### src/include/flash_ctrl_pkg.sv
// Purpose: Shared constants for the flash program/erase control block.
// Assumes: 16-bit register port, 25 MHz system clock.
// Notes:   Register indices are word indices on the plain register port.
package flash_ctrl_pkg;

  localparam int ADDR_W = 3;
  localparam int DATA_W = 16;

  // Register indices.
  localparam logic [2:0] CTRL_IDX    = 3'h0;
  localparam logic [2:0] TADDRH_IDX  = 3'h1;
  localparam logic [2:0] TADDRL_IDX  = 3'h2;
  localparam logic [2:0] KEY_IDX     = 3'h3;
  localparam logic [2:0] SADDRH_IDX  = 3'h4;
  localparam logic [2:0] SADDRL_IDX  = 3'h5;
  localparam logic [2:0] STATUS_IDX  = 3'h6;

  // Control register fields.
  localparam int CTRL_START_BIT = 15;
  localparam int CTRL_SIDL_BIT  = 12;
  localparam int CTRL_OP_LSB    = 0;
  localparam int CTRL_OP_W      = 4;

  // Status register fields.
  localparam int STAT_BUSY_BIT   = 0;
  localparam int STAT_READY_BIT  = 1;
  localparam int STAT_REJECT_BIT = 2;

  // Reset values.
  localparam logic [3:0]  OP_RESET  = 4'h0;
  localparam logic [7:0]  KEY_RESET = 8'h00;
  localparam logic [15:0] ZERO16    = 16'h0000;

  // Operation codes.
  typedef enum logic [3:0] {
    OP_BULK_ERASE  = 4'he,
    OP_PAGE_ERASE  = 4'h3,
    OP_ROW_PROGRAM = 4'h2,
    OP_DWORD_PROG  = 4'h1
  } flash_op_e;

  // Timing.
  localparam int CLK_HZ          = 25_000_000;
  localparam int OP_TIME_NS      = 2_000;
  localparam int OP_CYCLES       = (OP_TIME_NS * (CLK_HZ / 1_000_000) + 999) / 1000;
  localparam int WAKE_TIME_NS    = 10_000;
  localparam int WAKE_CYCLES     = (WAKE_TIME_NS * (CLK_HZ / 1_000_000) + 999) / 1000;

  function automatic logic opIsValid(input logic [3:0] op);
    return (op == OP_BULK_ERASE) || (op == OP_PAGE_ERASE) ||
           (op == OP_ROW_PROGRAM) || (op == OP_DWORD_PROG);
  endfunction : opIsValid

endpackage : flash_ctrl_pkg
### src/design/cycle_timer.sv
// Purpose: Down-counter that raises done when a loaded count has elapsed.
// Assumes: Single clock, synchronous active-low reset.
// Notes:   A load while running restarts the count.
`timescale 1ns/1ps
module cycle_timer #(
  parameter int CNT_W = 16
) (
  // Clock and reset.
  input  wire logic             mclk,
  input  wire logic             rstn,
  // Control.
  input  wire logic             load,
  input  wire logic [CNT_W-1:0] count,
  // Status.
  output logic                  running,
  output logic                  done
);

  logic [CNT_W-1:0] cnt_reg;

  initial begin
    if (CNT_W < 2) $error("cycle_timer: CNT_W too small");
  end

  always_ff @(posedge mclk) begin
    if (!rstn) begin
      cnt_reg <= '0;
      running <= 1'b0;
      done    <= 1'b0;
    end else if (load) begin
      cnt_reg <= count;
      running <= 1'b1;
      done    <= 1'b0;
    end else if (running) begin
      cnt_reg <= cnt_reg - 1'b1;
      if (cnt_reg <= 1) begin
        running <= 1'b0;
        done    <= 1'b1;
      end
    end else begin
      done <= 1'b0;
    end
  end

endmodule : cycle_timer

### src/design/dword_align.sv
// Purpose: Forms the aligned word pair address for a double-word program.
// Assumes: Target addresses count words; two words sit inside a 4-word group.
// Notes:   Combinational; the caller registers the result.
`timescale 1ns/1ps
module dword_align (
  // Raw target.
  input  wire logic [23:0] target,
  // Aligned pair.
  output logic      [23:0] firstWord,
  output logic      [23:0] secondWord
);

  // Bit 0 is dropped so the pair never straddles a 4-word group.
  always_comb begin
    firstWord  = {target[23:1], 1'b0};
    secondWord = {target[23:1], 1'b1};
  end

endmodule : dword_align

### src/design/flash_program_erase_control.sv
// Purpose: Software-facing program/erase sequencer for the program flash.
// Assumes: Plain 16-bit register port; flash array accepts one command pulse.
// Notes:   Operation field survives every reset except power-on.
//
// Summary of operation
// Codes 1110 bulk erase, 0011 page erase, 0010 row program, 0001 double word; others reserved.
// A double-word program writes two adjacent words inside one 4-word aligned group.
// The operation field is cleared only by power-on reset.
// The power-saving instruction is ignored while any operation is in progress; the code grants one sent with a valid start in the first ST_RUN cycle.
// With stop-in-idle set, flash is unusable after idle until the regulator wake delay ends; a valid start in the idle-exit cycle skips the delay.
// The upper target register holds address bits 23 to 16 and is read/write.
// The lower target register holds address bits 15 to 0 and is read/write.
// The key register takes 8-bit writes, reads as zero and resets to zero.
// The upper source register holds data-memory address bits 23 to 16.
// The lower source register stores bits 15 to 1; bit 0 is held at zero.
// Bits 15 to 8 of the 8-bit registers ignore writes and read as zero.
// Starting with a reserved operation code modifies no flash.
`timescale 1ns/1ps
module flash_program_erase_control
  import flash_ctrl_pkg::*;
#(
  parameter int OP_CNT   = flash_ctrl_pkg::OP_CYCLES,
  parameter int WAKE_CNT = flash_ctrl_pkg::WAKE_CYCLES
) (
  // Clock and resets.
  input  wire logic                              mclk,
  input  wire logic                              rstn,
  input  wire logic                              porRstn,
  // Register port.
  input  wire logic [flash_ctrl_pkg::ADDR_W-1:0] regAddr,
  input  wire logic [flash_ctrl_pkg::DATA_W-1:0] regWdata,
  input  wire logic                              regWr,
  input  wire logic                              regRd,
  output logic      [flash_ctrl_pkg::DATA_W-1:0] regRdata,
  // Power management.
  input  wire logic                              powerSavingInstruction,
  input  wire logic                              idleExit,
  output logic                                   powerSaveGrant,
  // Flash array side.
  output logic                                   flashCmd,
  output logic      [3:0]                        flashOp,
  output logic      [23:0]                       flashAddr,
  output logic      [23:0]                       flashAddr2,
  output logic      [23:0]                       sourceAddr,
  output logic      [7:0]                        flashKey,
  output logic                                   flashBusy,
  output logic                                   flashReady
);

  import flash_ctrl_pkg::*;

  initial begin
    if (OP_CNT < 1 || OP_CNT > 65535) $error("OP_CNT out of range");
    if (WAKE_CNT < 1 || WAKE_CNT > 65535) $error("WAKE_CNT out of range");
  end

  typedef enum logic [1:0] {
    ST_IDLE = 2'b00,
    ST_RUN  = 2'b01,
    ST_WAKE = 2'b10
  } seq_state_e;

  seq_state_e  state_reg;
  logic [3:0]  flashOperationSelect_reg;
  logic        flashStopInIdle_reg;
  logic [7:0]  targetHigh_reg;
  logic [15:0] targetLow_reg;
  logic [7:0]  flashUnlockKey_reg;
  logic [7:0]  sourceHigh_reg;
  logic [15:1] sourceLow_reg;
  logic        reject_reg;
  logic        startReq;
  logic        validStart;
  logic        timerLoad;
  logic [15:0] timerCount;
  logic        timerRunning;
  logic        timerDone;
  logic [23:0] pairFirst;
  logic [23:0] pairSecond;

  function automatic logic hit(input logic [ADDR_W-1:0] a, input logic [ADDR_W-1:0] idx);
    return a == idx;
  endfunction : hit

  assign startReq = regWr && hit(regAddr, CTRL_IDX) && regWdata[CTRL_START_BIT];
  // A reserved start may meet an idle exit in one cycle; only a valid start
  // may then be taken for a command, the wake load must not be.
  assign validStart = startReq && (state_reg == ST_IDLE) && opIsValid(flashOperationSelect_reg);

  // Operation field lives on the power-on reset only.
  always_ff @(posedge mclk) begin
    if (!porRstn) begin
      flashOperationSelect_reg <= OP_RESET;
    end else if (regWr && hit(regAddr, CTRL_IDX) && state_reg == ST_IDLE) begin
      flashOperationSelect_reg <= regWdata[CTRL_OP_LSB +: CTRL_OP_W];
    end
  end

  always_ff @(posedge mclk) begin
    if (!rstn) begin
      flashStopInIdle_reg <= 1'b0;
    end else if (regWr && hit(regAddr, CTRL_IDX)) begin
      flashStopInIdle_reg <= regWdata[CTRL_SIDL_BIT];
    end
  end

  // Address and key registers; upper bytes of the 8-bit registers are not stored.
  always_ff @(posedge mclk) begin
    if (!rstn) begin
      targetHigh_reg     <= 8'h00;
      targetLow_reg      <= ZERO16;
      flashUnlockKey_reg <= KEY_RESET;
      sourceHigh_reg     <= 8'h00;
      sourceLow_reg      <= 15'h0000;
    end else if (regWr) begin
      if (hit(regAddr, TADDRH_IDX)) targetHigh_reg <= regWdata[7:0];
      if (hit(regAddr, TADDRL_IDX)) targetLow_reg <= regWdata;
      if (hit(regAddr, KEY_IDX)) flashUnlockKey_reg <= regWdata[7:0];
      if (hit(regAddr, SADDRH_IDX)) sourceHigh_reg <= regWdata[7:0];
      if (hit(regAddr, SADDRL_IDX)) sourceLow_reg <= regWdata[15:1];
    end
  end

  dword_align u_align (
    .target     ({targetHigh_reg, targetLow_reg}),
    .firstWord  (pairFirst),
    .secondWord (pairSecond)
  );

  // Sequencer: a valid start runs the op timer; idle exit with stop-in-idle
  // holds the flash off for the regulator wake delay; a valid start in the same cycle wins.
  always_comb begin
    timerLoad  = 1'b0;
    timerCount = 16'(OP_CNT);
    if (state_reg == ST_IDLE && startReq && opIsValid(flashOperationSelect_reg)) begin
      timerLoad = 1'b1;
    end else if (state_reg == ST_IDLE && idleExit && flashStopInIdle_reg) begin
      timerLoad  = 1'b1;
      timerCount = 16'(WAKE_CNT);
    end
  end

  cycle_timer #(.CNT_W(16)) u_timer (
    .mclk    (mclk),
    .rstn    (rstn),
    .load    (timerLoad),
    .count   (timerCount),
    .running (timerRunning),
    .done    (timerDone)
  );

  always_ff @(posedge mclk) begin
    if (!rstn) begin
      state_reg <= ST_IDLE;
    end else begin
      case (state_reg)
        ST_IDLE: begin
          if (validStart) state_reg <= ST_RUN;
          else if (timerLoad) state_reg <= ST_WAKE;
        end
        ST_RUN:  if (timerDone) state_reg <= ST_IDLE;
        ST_WAKE: if (timerDone) state_reg <= ST_IDLE;
        default: state_reg <= ST_IDLE;
      endcase
    end
  end

  always_ff @(posedge mclk) begin
    if (!rstn) begin
      reject_reg <= 1'b0;
    end else if (startReq && !opIsValid(flashOperationSelect_reg)) begin
      reject_reg <= 1'b1;
    end else if (regRd && hit(regAddr, STATUS_IDX)) begin
      reject_reg <= 1'b0;
    end
  end

  // Flash command outputs.
  always_ff @(posedge mclk) begin
    if (!rstn) begin
      flashCmd   <= 1'b0;
      flashOp    <= OP_RESET;
      flashAddr  <= 24'h000000;
      flashAddr2 <= 24'h000000;
      sourceAddr <= 24'h000000;
      flashKey   <= KEY_RESET;
    end else begin
      flashCmd <= validStart;
      if (validStart) begin
        flashOp    <= flashOperationSelect_reg;
        flashAddr  <= (flashOperationSelect_reg == OP_DWORD_PROG) ? pairFirst
                    : {targetHigh_reg, targetLow_reg};
        flashAddr2 <= pairSecond;
        sourceAddr <= {sourceHigh_reg, sourceLow_reg, 1'b0};
        flashKey   <= flashUnlockKey_reg;
      end
    end
  end

  always_ff @(posedge mclk) begin
    if (!rstn) begin
      flashBusy      <= 1'b0;
      flashReady     <= 1'b1;
      powerSaveGrant <= 1'b0;
    end else begin
      flashBusy      <= (state_reg == ST_RUN) || validStart;
      flashReady     <= (state_reg == ST_IDLE) && !timerLoad;
      powerSaveGrant <= powerSavingInstruction && state_reg != ST_RUN && !flashBusy;
    end
  end

  // Read data one cycle after the strobe; key contents never read back.
  always_ff @(posedge mclk) begin
    if (!rstn) begin
      regRdata <= ZERO16;
    end else if (regRd) begin
      case (regAddr)
        CTRL_IDX:   regRdata <= {(state_reg == ST_RUN), 2'b00, flashStopInIdle_reg,
                                 8'h00, flashOperationSelect_reg};
        TADDRH_IDX: regRdata <= {8'h00, targetHigh_reg};
        TADDRL_IDX: regRdata <= targetLow_reg;
        KEY_IDX:    regRdata <= ZERO16;
        SADDRH_IDX: regRdata <= {8'h00, sourceHigh_reg};
        SADDRL_IDX: regRdata <= {sourceLow_reg, 1'b0};
        STATUS_IDX: regRdata <= {13'h0000, reject_reg, (state_reg == ST_IDLE),
                                 (state_reg == ST_RUN)};
        default:    regRdata <= ZERO16;
      endcase
    end else begin
      regRdata <= ZERO16;
    end
  end

  chk_psave_blocked: assert property (@(posedge mclk) disable iff (!rstn)
    state_reg == ST_RUN |=> !powerSaveGrant)
    else $error("power save granted during operation");
  chk_reserved_noop: assert property (@(posedge mclk) disable iff (!rstn)
    (state_reg == ST_IDLE && startReq && !opIsValid(flashOperationSelect_reg)) |=> !flashCmd)
    else $error("flash command for reserved code");
  chk_valid_start: assert property (@(posedge mclk) disable iff (!rstn)
    (state_reg == ST_IDLE && startReq && opIsValid(flashOperationSelect_reg))
      |=> flashCmd && flashOp == $past(flashOperationSelect_reg))
    else $error("valid start not issued");
  chk_dword_pair: assert property (@(posedge mclk) disable iff (!rstn)
    flashCmd && flashOp == OP_DWORD_PROG |-> flashAddr[0] == 1'b0
      && flashAddr2 == flashAddr + 24'h000001)
    else $error("double word pair misaligned");
  chk_op_keeps: assert property (@(posedge mclk) disable iff (!porRstn)
    !rstn && !(regWr && hit(regAddr, CTRL_IDX)) |=> $stable(flashOperationSelect_reg))
    else $error("operation field lost on system reset");
  chk_wake_hold: assert property (@(posedge mclk) disable iff (!rstn)
    (state_reg == ST_IDLE && idleExit && flashStopInIdle_reg && !startReq)
      |=> !flashReady [*2])
    else $error("flash ready before wake delay");
  chk_key_reads: assert property (@(posedge mclk) disable iff (!rstn)
    regRd && regAddr == KEY_IDX |=> regRdata == ZERO16)
    else $error("key readable");
  chk_high_zero: assert property (@(posedge mclk) disable iff (!rstn)
    regRd && (regAddr == TADDRH_IDX || regAddr == SADDRH_IDX) |=> regRdata[15:8] == 8'h00)
    else $error("upper byte not zero");
  chk_src_lsb: assert property (@(posedge mclk) disable iff (!rstn)
    regRd && regAddr == SADDRL_IDX |=> regRdata[0] == 1'b0)
    else $error("source bit 0 set");
  chk_tlow_rw: assert property (@(posedge mclk) disable iff (!rstn)
    regWr && regAddr == TADDRL_IDX ##1 regRd && regAddr == TADDRL_IDX
      |=> regRdata == $past(regWdata, 2))
    else $error("lower target readback");
  chk_thigh_rw: assert property (@(posedge mclk) disable iff (!rstn)
    regWr && regAddr == TADDRH_IDX ##1 regRd && regAddr == TADDRH_IDX
      |=> regRdata[7:0] == $past(regWdata[7:0], 2))
    else $error("upper target readback");
  chk_shigh_rw: assert property (@(posedge mclk) disable iff (!rstn)
    regWr && regAddr == SADDRH_IDX ##1 regRd && regAddr == SADDRH_IDX
      |=> regRdata[7:0] == $past(regWdata[7:0], 2))
    else $error("upper source readback");

  cov_dword: cover property (@(posedge mclk) flashCmd && flashOp == OP_DWORD_PROG);
  cov_erase: cover property (@(posedge mclk) flashCmd && flashOp == OP_BULK_ERASE);
  cov_reject: cover property (@(posedge mclk) startReq && !opIsValid(flashOperationSelect_reg));
  cov_wake: cover property (@(posedge mclk) state_reg == ST_WAKE);

endmodule : flash_program_erase_control

### config.mk
export PLATFORM = sky130hd
export DESIGN_NAME = flash_program_erase_control
export DESIGN_NICKNAME = d
export VERILOG_FILES = /design/src/include/flash_ctrl_pkg.sv /design/src/design/cycle_timer.sv /design/src/design/dword_align.sv /design/src/design/flash_program_erase_control.sv
export SDC_FILE = /design/constraint.sdc
export NUM_CORES = 1
export LEC_CHECK = 0
export ABC_AREA = 0
export ABC_CLOCK_PERIOD_IN_PS = 2300
export BUFFER_PORTS_ARGS = -buffer_cell sky130_fd_sc_hd__clkbuf_2
export CELL_PAD_IN_SITES_DETAIL_PLACEMENT = 0
export CELL_PAD_IN_SITES_GLOBAL_PLACEMENT = 1
export CORE_ASPECT_RATIO = 1.5
export CORE_MARGIN = 10
export CORE_UTILIZATION = 41
export CTS_CLUSTER_SIZE = 10
export DETAILED_ROUTE_END_ITERATION = 12
export GPL_ROUTABILITY_DRIVEN = 0
export PLACE_DENSITY = 0.76
export SETUP_SLACK_MARGIN = 0.1
export SYNTH_ARGS = -nofsm -noshare
export SYNTH_HDL_FRONTEND = slang
export SYNTH_SLANG_ARGS = --single-unit
### constraint.sdc
create_clock -name mclk -period 2.3 [get_ports mclk]
set_clock_uncertainty 0.2 [all_clocks]
set_input_delay 0.345 -clock mclk [delete_from_list [all_inputs] [get_ports mclk]]
set_output_delay 0.345 -clock mclk [all_outputs]
set_load 0.03 [all_outputs]
* After elaboration in Yosys (flattened, before gate mapping)
Index checks and enable logic that the tools add are counted. W data, S select, Z words.
Cells by class: $add $sub $neg 1, order comparisons 1, eq/ne operators 15, muxes and demuxes 17, bitwise gates (word level) 2, reduce and logical (&&, ||, !) cells 32
Operators with widths (count):
- $pmux W16 S6 | 1
- $mux W16 | 2
- $le A16 B1 Y1 const B | 1
- $mux W8 | 2
- $sub A16 B1 Y16 const B | 1
- $reduce_and A2 Y1 | 7
- $logic_and A1 B1 Y1 | 12
- $eq A3 B3 Y1 const B | 3
- $eq A4 B2 Y1 const B | 2
- $mux W1 | 8
- $eq A3 B2 Y1 const B | 2
- $mux W2 | 3
- $eq A4 B1 Y1 const B | 1
- $eq A4 B4 Y1 const B | 1
- $logic_or A1 B1 Y1 | 4
- $ne A2 B1 Y1 const B | 2
- $pmux W2 S2 | 1
- $reduce_bool A2 Y1 | 2
- $eq A3 B1 Y1 const B | 1
- $logic_not A1 Y1 | 3
- $logic_not A3 Y1 | 1
- $ne A3 B3 Y1 const B | 1
- $reduce_or A3 Y1 | 1
- $eq A2 B1 Y1 const B | 1
- other kinds (4) | 5
Storage, ports and cells: bits in registers 184, input bits 26, output and inout bits 104, word-level logic and storage cells 90

* Depth between registers and ports, before layout
word-level depth 9, gate-level depth with buffers 7, mapped depth without buffers 6

* Modules after synthesis
A second synthesis with hierarchy kept.
Unflattened totals: cell total of the unflattened synthesis 940, area total of the unflattened synthesis 8025.2 µm²
Modules (own cells, without submodules):
- flash_program_erase_control | times used 1, cells an instance 774, area each 6690.2 µm², sequential area each 3323.2 µm²
- cycle_timer | times used 1, cells an instance 116, area each 967.2 µm², sequential area each 360.3 µm²
- dword_align | times used 1, cells an instance 50, area each 367.9 µm², sequential area each 0.0 µm²

* Least setup slack after synthesis
Ideal clock, no wire load.
path kind reg2reg, start point register state_reg[1], end point register flashKey[0], setup time 0.070 ns, arrival 1.568 ns, data required time 2.030 ns, setup slack 0.461 ns, cell stages (with the launch flop) 8, path buffers 3, clock period less this slack 1.839 ns, path through dfxtp_1 -> inv_1 -> ha_1 -> clkbuf_1 -> clkbuf_1 -> clkbuf_1 -> nand4_1 -> a21oi_1
On the way: cells in the longest elaborated chain, start to end 3
RTL lines:
- start: declaration | RTL line flash_program_erase_control.sv:63 | seq_state_e state_reg;
- start signal: assignment | RTL line flash_program_erase_control.sv:154 | state_reg <= ST_IDLE;
- start signal: assignment | RTL line flash_program_erase_control.sv:158 | if (validStart) state_reg <= ST_RUN;
- start signal: assignment | RTL line flash_program_erase_control.sv:159 | else if (timerLoad) state_reg <= ST_WAKE;
- $logic_not A2 Y1 | RTL line flash_program_erase_control.sv:88 | assign validStart = startReq && (state_reg == ST_IDLE) && opIsValid(flashOperationSelect_reg);
- $logic_and A1 B1 Y1 (2 in a row) | RTL line flash_program_erase_control.sv:88
- end signal: assignment | RTL line flash_program_erase_control.sv:195 | flashKey <= flashUnlockKey_reg;
- end: declaration | RTL line flash_program_erase_control.sv:45 | output logic [7:0] flashKey,
No other way between the ends. A chain may end at the register's enable or synchronous reset.

* Worst setup path in the final report
start point register flashOperationSelect_reg[0], end point register flashAddr[14]
On the way: cells in the longest elaborated chain, start to end 5, elaborated cells on any way between the ends 8, classes of those cells eq/ne: 4; reduce/logical: 4
RTL lines:
- start: declaration | RTL line flash_program_erase_control.sv:64 | logic [3:0] flashOperationSelect_reg;
- start signal: assignment | RTL line flash_program_erase_control.sv:95 | flashOperationSelect_reg <= regWdata[CTRL_OP_LSB +: CTRL_OP_W];
- $eq A4 B4 Y1 / $eq A4 B2 Y1 (equally long branches) | RTL line flash_ctrl_pkg.sv:50 | return (op == OP_BULK_ERASE) || (op == OP_PAGE_ERASE) ||
- $logic_or A1 B1 Y1 (2 in a row) | RTL line flash_ctrl_pkg.sv:50
- $logic_or A1 B1 Y1 (*) | RTL line flash_ctrl_pkg.sv:51 | (op == OP_ROW_PROGRAM) || (op == OP_DWORD_PROG);
- $logic_and A1 B1 Y1 (*) | RTL line flash_program_erase_control.sv:88
- end signal: assignment | RTL line flash_program_erase_control.sv:191 | flashAddr <= (flashOperationSelect_reg == OP_DWORD_PROG) ? pairFirst
- end: declaration | RTL line flash_program_erase_control.sv:42 | output logic [23:0] flashAddr,
Mark *: on every way between the ends. The rest lies on a longest branch, timed or not.

==> reports/metrics.yaml <==
cts:
  cts_resized: 0
  insertion_delay_ns: 0.44
  htreeDepth: 4
  cts.clk_slew.worst_paths_ns: 0.07
  cts_buffer_depth: 2
  cts.sinks: 161
  cts_tree: "yes"
  hold_buffers: 10
  root_buffer: "clkbuf_16"
  cts_setup_buffers: 0
  cts_inserted_buffers: 17
worst_setup_path:
  crit_path_end_kind: "register"
  worstSetupStartpointType: "register"
  critPathRequiredTime_ns: 2.41
  critPathKind: "register to register"
  cp_max_fo: 32
  cp.arrival_ns: 2.09
floorplanning:
  die_area_um2: 22300
  initial_utilization: 0.419
  die_w_um: 125
  io-pin-count: 130
  rows: 57
  die_y_um: 178
  coreArea_um2: 16300
sta:
  hold_viol: 0
  period_share: 0.862
  hold_ws_ns: 0.0267
  finalSetupTns_ns: 0
  drv_slew: 0
  rsz0062_at_grt: "false"
  slew_headroom: 0.576
  fin_crit_ns: 1.98
  tightestPinTransition_ns: 0.636
  max_freq_mhz: 504
  setup_viol_count_final: 0
finish:
  reg_top3: "flashAddr: 24 flops, sourceAddr: 23 flops"
  final_nets: 923
  top_register: "flashAddr"
  drive_gt1_frac: 0.230
  largest_reg_flops: 24
  antennaDiodeCount: 0
  area_growth_pct: 20.2
drt:
  drt-pass1-iter-count: 5
  remaining_drc_errors: 0
  ant_nets: 0
  drtIter0Drc: 533
  finalWirelength_mm: 21.7
  vias: 6349
  via_per_inst: 5.71
  wl_per_cell_um: 19.5
global_routing:
  grt_pass1_wl_mm: 33.8
  grtUsageTotal: 0.188
  antenna_found_initial: 0
  grt_max_degree: 71
  gr-total-overflow: 0
  grt_pass1_vias: 6143
logic_synthesis:
  async_reset_ff_frac: 0
  syn_area_per_cell_um2: 8.50
  synth_area_leaders: "dfxtp_1, a21oi_1, nand2_1"
  synth.distinct_cells: 54
  yosysSeqAreaShare: 0.473
  synth_area_um2: 6810
  ys_seq_elements: 161
  synth_edf_count: 0
  yosysWarnings: 0
  ys.flop_type: "dfxtp_1"
  postSynthCellCount: 802
  syn-num-nets: 832
  synth_top_area_frac: 0.473
  yosysTopAreaCell: "dfxtp_1"
outcome:
  status: "completed"
power:
  ir_drop_mv: 0.460
  p_per_area_nw_per_um2: 724
  leakage_nw: 2.98
flow_run:
  maxCapViolCount: 0
worst_hold_path:
  hold_class: "primary input to register"
placement:
  io_buffer_count: 128
  dp_hpwl_mm: 16.0
[kinds of logic after synthesis]
logic type | share of synthesized area
AND/OR/NAND/NOR | 0.200
other | 0.000550
flip-flops | 0.473
AO/OA/AOI/OAI | 0.218
buffers and inverters | 0.0727
XOR/XNOR | 0.0167
multiplexers | 0.0121
adder cells (fa/ha/maj) | 0.00735
[synthesized netlist by cell type, types with 2 or more instances]
master and instances:
dfxtp_1 161, a21oi_1 128, nand2_1 126, o31ai_1 63, nand4_1 61, clkbuf_1 54
nor2_1 32, buf_4 25, a22oi_1 18, nand3_1 14, buf_2 12, nor3_1 9
xor2_1 9, nor2b_1 7, inv_1 6, mux2i_1 6, a21boi_0 4, and2_1 4
buf_1 4, ha_1 4, or2_2 4, xnor2_1 4, nor4b_1 3, o21ai_0 3
o2bb2ai_1 3, a222oi_1 2, a22o_1 2, a31oi_1 2, inv_2 2, mux2_2 2
nand2b_1 2, nor4_1 2, o21a_1 2, or3_1 2
[layout make-up]
cell class | count | area, um2
timing repair buffer | 167 | 996
inverter | 8 | 31.3
sequential | 161 | 3220
multi-input combinational | 538 | 3110
clock inverter | 15 | 140
fill | 1586 | 8070
tap | 206 | 258
clock buffer | 17 | 425
[per-stage QoR]
step	power [mW]	worst slack [ns]	util	cells	cell area (um2)
2_1_floorplan	3.10	0.461	-	802	6810
3_3_place_gp	3.23	0.274	0.463	1070	7520
3_5_place_dp	3.24	0.267	0.463	1070	7520
4_1_cts	5.97	0.329	0.504	1112	8190
5_1_grt	6.11	0.183	0.504	1112	8190
6_report	5.93	0.318	0.504	1112	8190
[layout by cell type, fill, tap and decap left out, types with 4 or more instances in the layout]
cell type / n
nor2b_1: 7
mux2i_1: 6
a21boi_0: 4
xnor2_1: 4
clkbuf_16: 17
o31ai_1: 62
buf_4: 26
clkbuf_2: 128
nor2_1: 32
xor2_1: 9
nand2_1: 126
a21oi_1: 128
dfxtp_1: 161
inv_1: 6
or2_2: 4
a22oi_1: 18
inv_8: 4
nor3_1: 9
dlygate4sd3_1: 10
nand3_1: 14
nand4_1: 61
inv_6: 7
[power breakdown]
| group | switching [mW] | total (mW) | internal, mW |
|---|---|---|---|
| Sequential | 0.0345 | 2.85 | 2.82 |
| Clock | 1.30 | 2.74 | 1.44 |
| Combinational | 0.233 | 0.341 | 0.108 |
| Total | 1.57 | 5.93 | 4.36 |
[path summary, 6_finish.rpt]
| kind | from | depth (start not counted) | end | slack (ns) |
|---|---|---|---|---|
| setup / recovery | flashOperationSelect_reg[0]$_SDFFE_PN0P_ | 5 | flashAddr[14]$_SDFFE_PN0P_ | 0.32 |
| hold / removal | regWdata[7] | 3 | targetLow_reg[7]$_SDFFE_PN0P_ | 0.03 |
| setup reg to reg | flashOperationSelect_reg[0]$_SDFFE_PN0P_ | 5 | flashAddr[14]$_SDFFE_PN0P_ | 0.32 |
| hold reg to reg | flashBusy$_SDFF_PN0_ | 1 | powerSaveGrant$_SDFF_PN0_ | 0.23 |
[critical path, stage by stage (launching register included)]
cell     delay (ns)
dfxtp_1        0.49
nor2_1         0.14
o31a_2         0.36
buf_4          0.27
o31ai_1        0.28
a21oi_1        0.10
[metal layers]
metal  track usage  vias to the layer above  routed length, um
li1              -                     3060                  -
met1         0.192                     3073               8150
met4        0.0842                        0                674
met3        0.0382                       46                882
met2         0.360                      170              12000
met5             0                        -                  0
(Power assumes the default switching activity.)
